===== config.mk =====
export PLATFORM = sky130hd
export DESIGN_NAME = sfl_freeze_lock
export DESIGN_NICKNAME = d
export VERILOG_FILES = /design/src/core/sfl_pkg.sv /design/src/core/sfl_freeze_lock.sv
export SDC_FILE = /design/constraint.sdc
export NUM_CORES = 1
export LEC_CHECK = 0
export ABC_CLOCK_PERIOD_IN_PS = 2400
export CAP_MARGIN = 5
export CORE_ASPECT_RATIO = 2
export CORE_MARGIN = 2
export CORE_UTILIZATION = 55
export CTS_BUF_LIST = sky130_fd_sc_hd__clkbuf_8
export DETAILED_ROUTE_END_ITERATION = 8
export DONT_BUFFER_PORTS = 1
export PLACE_DENSITY = 0.7
export SLEW_MARGIN = 20
export SYNTH_ARGS = -nofsm -noshare
export SYNTH_HDL_FRONTEND = slang
export SYNTH_SLANG_ARGS = --single-unit

===== constraint.sdc =====
create_clock -name core_clk -period 2.4 [get_ports core_clk]
set_input_delay 0.48 -clock core_clk [delete_from_list [all_inputs] [get_ports core_clk]]
set_output_delay 0.48 -clock core_clk [all_outputs]
set_load 0.03 [all_outputs]

===== src/core/sfl_pkg.sv =====
/*
 * sfl_pkg: constants, command block and response carriers for the sanitize
 * freeze lock command interpreter.
 * assumes one controller clock domain; command block fields arrive decoded.
 */
package sfl_pkg;

    localparam logic [7:0] SFL_OPCODE_SANITIZE = 8'hb4;
    localparam logic [15:0] SFL_FEAT_STATUS = 16'h0000;
    localparam logic [15:0] SFL_FEAT_CRYPTO = 16'h0011;
    localparam logic [15:0] SFL_FEAT_OVERWRITE = 16'h0014;
    localparam logic [15:0] SFL_FEAT_FREEZE = 16'h0020;

    // fixed key bytes that must accompany the freeze lock subcommand
    localparam logic [7:0] SFL_KEY_SECT_CUR = 8'h6b;
    localparam logic [7:0] SFL_KEY_SECT_PREV = 8'h46;
    localparam logic [7:0] SFL_KEY_CYL_LOW_CUR = 8'h4c;
    localparam logic [7:0] SFL_KEY_CYL_HIGH_CUR = 8'h72;

    localparam int SFL_CNT_SUCCESS_BIT = 15;
    localparam int SFL_CNT_ACTIVE_BIT = 14;
    localparam int SFL_CNT_FROZEN_BIT = 13;
    localparam int SFL_STATUS_CLEAR_FAIL_BIT = 0;

    localparam int SFL_ERR_ABORT_BIT = 2;
    localparam int SFL_STAT_READY_BIT = 6;
    localparam int SFL_STAT_SEEK_DONE_BIT = 4;
    localparam int SFL_STAT_ERROR_BIT = 0;

    localparam logic [15:0] SFL_PROGRESS_NONE = 16'hffff;
    // progress is a numerator over this implied denominator
    localparam logic [16:0] SFL_PROGRESS_DENOM = 17'h10000;

    localparam logic [7:0] SFL_REASON_NONE = 8'h00;
    localparam logic [7:0] SFL_REASON_UNSUCCESSFUL = 8'h01;
    localparam logic [7:0] SFL_REASON_BAD_FEATURE = 8'h02;
    localparam logic [7:0] SFL_REASON_FROZEN = 8'h03;

    localparam logic [7:0] SFL_BYTE_ZERO = 8'h00;
    localparam logic [15:0] SFL_WORD_ZERO = 16'h0000;

    typedef enum logic [2:0] {
        sanitize_idle_state,
        sanitize_frozen_state,
        sanitize_operation_state,
        sanitize_failed_state,
        sanitize_succeeded_state
    } sfl_state_type;

    typedef struct packed {
        logic valid;
        logic [7:0] opcode;
        logic [15:0] feature;
        logic [15:0] sector_count;
        logic [7:0] sector_number_cur;
        logic [7:0] sector_number_prev;
        logic [7:0] cylinder_low_cur;
        logic [7:0] cylinder_high_cur;
    } sfl_cmd_type;

    typedef struct packed {
        logic done;
        logic [7:0] command_error_flags;
        logic [7:0] command_status_flags;
        logic [15:0] sector_count;
        logic [7:0] sector_number;
        logic [7:0] cylinder_low;
    } sfl_resp_type;

    typedef struct packed {
        logic begin_op;
        logic end_ok;
        logic end_fail;
        logic [15:0] progress;
    } sfl_engine_type;

endpackage


===== src/core/sfl_freeze_lock.sv =====
/*
 * sfl_freeze_lock: sanitize command interpreter with the freeze lock
 * subcommand, the sanitize state machine and the returned status fields.
 * assumes commands arrive as one-cycle strobes of a decoded command block,
 * an external engine runs overwrite and crypto operations, and rstn is
 * driven by both power-on and hardware reset.
 */
//
// Behaviour
// - accepted freeze lock moves the sanitize state machine to frozen
// - after freeze, every sanitize subcommand except status query is aborted
// - frozen state returns to idle only through power-on or hardware reset
// - count bit 15 reports completed without error; survives power-on reset
// - count bit 14 set while a sanitize operation is in progress
// - count bit 13 set while the state machine is frozen
// - progress high byte in cylinder low, low byte in sector number
// - progress reads all ones outside the operation state
// - progress is a numerator over an implied denominator of 65536
// - error reason code in sector number: 00h,01h,02h,03h
// - freeze lock answers aborted once a freeze lock has completed since the last power-on or hardware reset
// - status query is answered in every state, frozen included; in the failed state it answers aborted with reason 01h unless its count bit 0 is set
`timescale 1ns/100ps
`default_nettype none

module sfl_freeze_lock (
    input wire logic core_clk,
    input wire logic rstn,
    input wire sfl_pkg::sfl_cmd_type cmd,
    input wire sfl_pkg::sfl_engine_type engine,
    input wire logic nv_success,
    output sfl_pkg::sfl_resp_type resp,
    output logic engine_start,
    output logic nv_success_out
);
    import sfl_pkg::*;

    ////////////////////////////////////////////////////////////////////////

    sfl_state_type state_q, state_d;
    logic success_q, success_d;
    logic loaded_q, loaded_d;
    logic freeze_seen_q, freeze_seen_d;
    logic start_q, start_d;
    sfl_resp_type resp_q, resp_d;

    // builds one command answer; progress and flags follow the current state
    function automatic sfl_resp_type build_resp(
        input sfl_state_type st,
        input logic succ,
        input logic abort,
        input logic [7:0] reason,
        input logic [15:0] prog
    );
        sfl_resp_type r;
        logic [15:0] p;
        r = '0;
        p = (st == sanitize_operation_state) ? prog : SFL_PROGRESS_NONE;
        r.done = 1'b1;
        r.command_error_flags[SFL_ERR_ABORT_BIT] = abort;
        r.command_status_flags[SFL_STAT_READY_BIT] = 1'b1;
        r.command_status_flags[SFL_STAT_SEEK_DONE_BIT] = 1'b1;
        r.command_status_flags[SFL_STAT_ERROR_BIT] = abort;
        r.sector_count[SFL_CNT_SUCCESS_BIT] = succ;
        r.sector_count[SFL_CNT_ACTIVE_BIT] = (st == sanitize_operation_state);
        r.sector_count[SFL_CNT_FROZEN_BIT] = (st == sanitize_frozen_state);
        r.cylinder_low = p[15:8];
        // on an abort the low byte carries the reason instead of progress
        r.sector_number = abort ? reason : p[7:0];
        return r;
    endfunction

    function automatic logic key_ok(input sfl_cmd_type c);
        return c.sector_number_cur == SFL_KEY_SECT_CUR
            && c.sector_number_prev == SFL_KEY_SECT_PREV
            && c.cylinder_low_cur == SFL_KEY_CYL_LOW_CUR
            && c.cylinder_high_cur == SFL_KEY_CYL_HIGH_CUR;
    endfunction

    ////////////////////////////////////////////////////////////////////////

    always_comb begin
        logic is_san;
        logic frozen;
        sfl_state_type st;
        is_san = 1'b0;
        frozen = 1'b0;
        st = state_q;
        state_d = state_q;
        success_d = success_q;
        loaded_d = 1'b1;
        freeze_seen_d = freeze_seen_q;
        start_d = 1'b0;
        resp_d = resp_q;
        resp_d.done = 1'b0;

        // the success flag lives in non-volatile storage; catch it after release
        if (!loaded_q) begin
            success_d = nv_success;
        end

        // engine events first, so a command in the same cycle sees the result
        if (state_q == sanitize_operation_state) begin
            if (engine.end_ok) begin
                st = sanitize_succeeded_state;
                success_d = 1'b1;
            end else if (engine.end_fail) begin
                st = sanitize_failed_state;
            end
        end
        state_d = st;

        is_san = cmd.valid && cmd.opcode == SFL_OPCODE_SANITIZE;
        frozen = st == sanitize_frozen_state;

        if (is_san) begin
            unique case (cmd.feature)
                SFL_FEAT_STATUS: begin
                    // answered in every state, frozen included
                    if (cmd.sector_count[SFL_STATUS_CLEAR_FAIL_BIT]
                        && st == sanitize_failed_state) begin
                        state_d = sanitize_idle_state;
                        resp_d = build_resp(sanitize_idle_state, success_d, 1'b0,
                            SFL_REASON_NONE, engine.progress);
                    end else begin
                        resp_d = build_resp(st, success_d,
                            st == sanitize_failed_state,
                            st == sanitize_failed_state ? SFL_REASON_UNSUCCESSFUL
                                                       : SFL_REASON_NONE,
                            engine.progress);
                    end
                end
                SFL_FEAT_FREEZE: begin
                    if (frozen || freeze_seen_q) begin
                        // a repeat lock since the last power-on or hardware reset answers aborted
                        resp_d = build_resp(st, success_d, 1'b1, SFL_REASON_FROZEN,
                            engine.progress);
                    end else if (!key_ok(cmd)) begin
                        resp_d = build_resp(st, success_d, 1'b1, SFL_REASON_NONE,
                            engine.progress);
                    end else if (st == sanitize_operation_state) begin
                        // cannot lock under a running operation
                        resp_d = build_resp(st, success_d, 1'b1, SFL_REASON_NONE,
                            engine.progress);
                    end else begin
                        state_d = sanitize_frozen_state;
                        freeze_seen_d = 1'b1;
                        resp_d = build_resp(sanitize_frozen_state, success_d, 1'b0,
                            SFL_REASON_NONE, engine.progress);
                    end
                end
                SFL_FEAT_OVERWRITE, SFL_FEAT_CRYPTO: begin
                    if (frozen) begin
                        resp_d = build_resp(st, success_d, 1'b1, SFL_REASON_FROZEN,
                            engine.progress);
                    end else if (st == sanitize_operation_state) begin
                        resp_d = build_resp(st, success_d, 1'b1, SFL_REASON_NONE,
                            engine.progress);
                    end else begin
                        // engine takes the operation over; only its end_ok or end_fail report is read, begin_op is ignored
                        state_d = sanitize_operation_state;
                        success_d = 1'b0;
                        start_d = 1'b1;
                        resp_d = build_resp(sanitize_operation_state, 1'b0, 1'b0,
                            SFL_REASON_NONE, SFL_WORD_ZERO);
                    end
                end
                default: begin
                    resp_d = build_resp(st, success_d, 1'b1,
                        frozen ? SFL_REASON_FROZEN : SFL_REASON_BAD_FEATURE,
                        engine.progress);
                end
            endcase
        end
    end

    // only reset leaves the frozen state: no command path above exits it
    always_ff @(posedge core_clk or negedge rstn) begin
        if (!rstn) begin
            state_q <= sanitize_idle_state;
            success_q <= 1'b0;
            loaded_q <= 1'b0;
            freeze_seen_q <= 1'b0;
            start_q <= 1'b0;
            resp_q <= '0;
        end else begin
            state_q <= state_d;
            success_q <= success_d;
            loaded_q <= loaded_d;
            freeze_seen_q <= freeze_seen_d;
            start_q <= start_d;
            resp_q <= resp_d;
        end
    end

    assign resp = resp_q;
    assign engine_start = start_q;
    assign nv_success_out = success_q;

endmodule

`default_nettype wire


==> flow_summary.toml <==
[run_status]
run_status = "finished, final reports clean"

[floorplan]
die-width_um = 46.3
std_cell_rows = 30
io-pin-count = 146
fp.dieH_um = 88.7
initial_utilization_pct = 57.7
core_area_um2 = 3420
die-area_um2 = 4110

[critical_path]
required_ns = 2.55
critical_path.cell_chain = "or4b_1 > or2_4 > a211oi_1 > a21oi_1"
path_max_fanout = 13
r2r_cells = 4
timing.critical_path.to_type = "flop"
crit_slowest_cell = "sky130_fd_sc_hd__or4b_1"
critical-path-max-stage-delay_ns = 0.57
timing_worst_setup_path_type = "reg2reg"
worst_setup_path_start_kind = "flop"
timing.critical_path.arrival_ns = 2.14

[synth]
syn_area_um2 = 1970
post_synth_num_cell_types = 52
ys_dominant_reg_cell = "sky130_fd_sc_hd__dfrtp_1"
synth_top_area_share_pct = 36.8
synthCells = 216
synth_enable_flop_cells = 0
synthesis.yosys.warnings = 0
synth.largest_area_cell = "sky130_fd_sc_hd__dfrtp_1"
async_flop_share_pct = 100
ys_seq_area_share_pct = 36.8
synth.ff_latch_count = 29
synthesis.area_per_instance_um2 = 9.12
yosys-top-cells-area = "sky130_fd_sc_hd__dfrtp_1, sky130_fd_sc_hd__buf_4, sky130_fd_sc_hd__nor2_1"

[timing]
fmax_ghz = 0.503
hold_viol_final = 0
timing.final.crit_share_pct = 82.9
period_needed_ns = 1.99
slew_violations = 0
grt_setup_unrepaired = "no"
max_slew.worst_pin.slew_ns = 0.599
clock-skew-final_ns = 0.00906
setup_tns_ns = 0
setup_viol_count_final = 0
worst_slew_margin_rel_pct = 59.7

[final_layout]
final_cell_area_um2 = 2010
final_net_count = 313
num-fill-cells = 295
final_layout_size_suffix_gt1_share_pct = 14.2
final_antenna_diode_count = 0
area.growth.synth_to_final_pct = 1.90

[drt]
average_vias_per_placed_instance = 6.02
drt_wl_total_um = 4930
routed-via-count = 1607
drt_iter0_drc = 48
detail_route.drc_violations = 0
drt_pre_antenna_iters = 4
routedWlPerCell_um = 18.5
antenna_left = 0

[placed_design]
port_buffers = 0
hpwlAfterDp_um = 3870
placed_area_um2 = 1900
place.gp.congestion = 0.872

[cts]
cts_tree = "yes"
tritoncts.num_buffers = 5
htreeDepth = 2
ctsRootBufferMaster = "sky130_fd_sc_hd__clkbuf_8"
cts.clk_slew.worst_paths_ns = 0.07
clock_sink_count = 29
clockBufferDepth = 2
postCtsResizedCells = 0
clk-insertion-delay-late_ns = 0.29

[global_routing]
grt_pass1_vias = 1690
number_of_antenna_violations_at_the_first_check_in_global_routing = 0
gr-total-overflow = 0
grt_start_max_net_pins = 30
grt_first_pass_wirelength_um = 7510
track_usage_pct = 25.6

[power]
power_per_cell_area_nw_per_um2 = 535
power_leakage_nw = 0.868
worst_case_vdd_ir_drop_mv = 0.483

[hold_path]
hold_class = "in2async"

[run]
max_cap_violation_count = 0
[area by class of cell]
| type | instances | area [um2] | share of cell area (%) |
|---|---|---|---|
| repair buffers | 6 | 57.6 | 2.87 |
| inverters | 3 | 11.3 | 0.561 |
| flip-flops and latches | 29 | 726 | 36.1 |
| well taps | 48 | 60.1 | 2.99 |
| multi-input cells | 173 | 1070 | 53.1 |
| clock buffers | 5 | 68.8 | 3.43 |
| clock inverters | 3 | 17.5 | 0.872 |
[registers in the layout (all words and copies together), names as in the netlist]
register and flops:
resp 22, state_q 3, engine_start 1, freeze_seen_q 1, loaded_q 1, nv_success_out 1
[routing by layer]
metal | routed length (um) | vias up | track usage, %
met5 | 0 | - | 0
met4 | 194 | 0 | 15.6
met2 | 2690 | 113 | 43.6
li1 | - | 735 | -
met1 | 1630 | 742 | 26.3
met3 | 416 | 17 | 7.14
[where the power goes]
| part | internal, W | total, W | switching, W |
|---|---|---|---|
| sequential | 0.000509 | 0.000573 | 0.0000640 |
| clock | 0.000199 | 0.000392 | 0.000193 |
| combinational | 0.0000312 | 0.000109 | 0.0000781 |
| total | 0.000740 | 0.00107 | 0.000335 |
[synth_stat cells, types with 4 or more instances]
cell type                  number
sky130_fd_sc_hd__nor2_1        33
sky130_fd_sc_hd__buf_4         29
sky130_fd_sc_hd__dfrtp_1       29
sky130_fd_sc_hd__nor3_1        19
sky130_fd_sc_hd__nand2_1       12
sky130_fd_sc_hd__o22a_1         9
sky130_fd_sc_hd__a21oi_1        7
sky130_fd_sc_hd__o21ai_1        6
sky130_fd_sc_hd__nor4_4         5
sky130_fd_sc_hd__nor4bb_1       5
sky130_fd_sc_hd__nand4_1        4
sky130_fd_sc_hd__nor2b_1        4
[through the flow]
| stage | util, % | setup slack [ns] | hold slack [ns] | power (W) | std cells |
|---|---|---|---|---|---|
| final | 58.8 | 0.410 | 0.00598 | 0.00107 | 267 |
| after global routing | 58.8 | 0.289 | 0.0158 | 0.00111 | 267 |
| after CTS | 58.8 | 0.426 | 0.0102 | 0.00108 | 267 |
| after detailed placement | 55.7 | 0.278 | 0.185 | 0.000677 | 258 |
| after global placement | 55.7 | 0.355 | 0.185 | 0.000674 | 258 |
| after floorplan | - | 0.480 | 0.184 | 0.000701 | 240 |
[critical path, delay by kind of cell (launching register included)]
kind	cells	cell delay, ns
and+or+nand+nor	2	0.89
AOI/OAI and AO/OA	2	0.53
DFF	1	0.43
[logic make-up after synthesis]
family                    synth area share (%)
other                                    0.381
AOI/OAI and AO/OA                         16.0
xor gates and xnor gates                 0.445
DFF                                       36.8
buffers and inverters                     13.6
and+or+nand+nor                           32.8
[timing repair]
| item | in CTS | in global routing |
|---|---|---|
| hold buffers | 1 | 0 |
| endpoints found under the hold margin | 29 | 0 |
| setup buffers | 0 | 0 |
[placed cells by master (no fill, tap or decap), types with 2 or more instances in the layout]
master                      n
sky130_fd_sc_hd__a21oi_1    7
sky130_fd_sc_hd__conb_1    26
sky130_fd_sc_hd__o21ai_1    6
sky130_fd_sc_hd__o21a_1     2
sky130_fd_sc_hd__nand2_1   12
sky130_fd_sc_hd__nand2b_1   2
sky130_fd_sc_hd__o22ai_1    2
sky130_fd_sc_hd__a211o_1    2
sky130_fd_sc_hd__nor4b_1    3
sky130_fd_sc_hd__nor4bb_1   5
sky130_fd_sc_hd__clkinv_2   2
sky130_fd_sc_hd__nor4_4     5
sky130_fd_sc_hd__clkbuf_8   5
sky130_fd_sc_hd__and4b_1    2
sky130_fd_sc_hd__inv_1      2
sky130_fd_sc_hd__o22a_1     9
sky130_fd_sc_hd__dfrtp_1   29
sky130_fd_sc_hd__nor3_1    19
sky130_fd_sc_hd__nor2b_1    4
sky130_fd_sc_hd__nor4_1     2
sky130_fd_sc_hd__nor2_1    33
sky130_fd_sc_hd__buf_4      5
sky130_fd_sc_hd__o31ai_1    2
sky130_fd_sc_hd__nand4_1    4
[final timing paths]
kind                               start             to  slack, ns
setup / recovery              state_q[2]        resp[8]       0.41
hold / removal                      rstn       resp[14]      0.006
setup reg to reg              state_q[2]        resp[8]       0.41
hold reg to reg            freeze_seen_q  freeze_seen_q       0.56
max in group asynchronous           rstn       resp[29]       2.23
min in group core_clk         engine[11]        resp[3]       0.44
(Power assumes the default switching activity.)
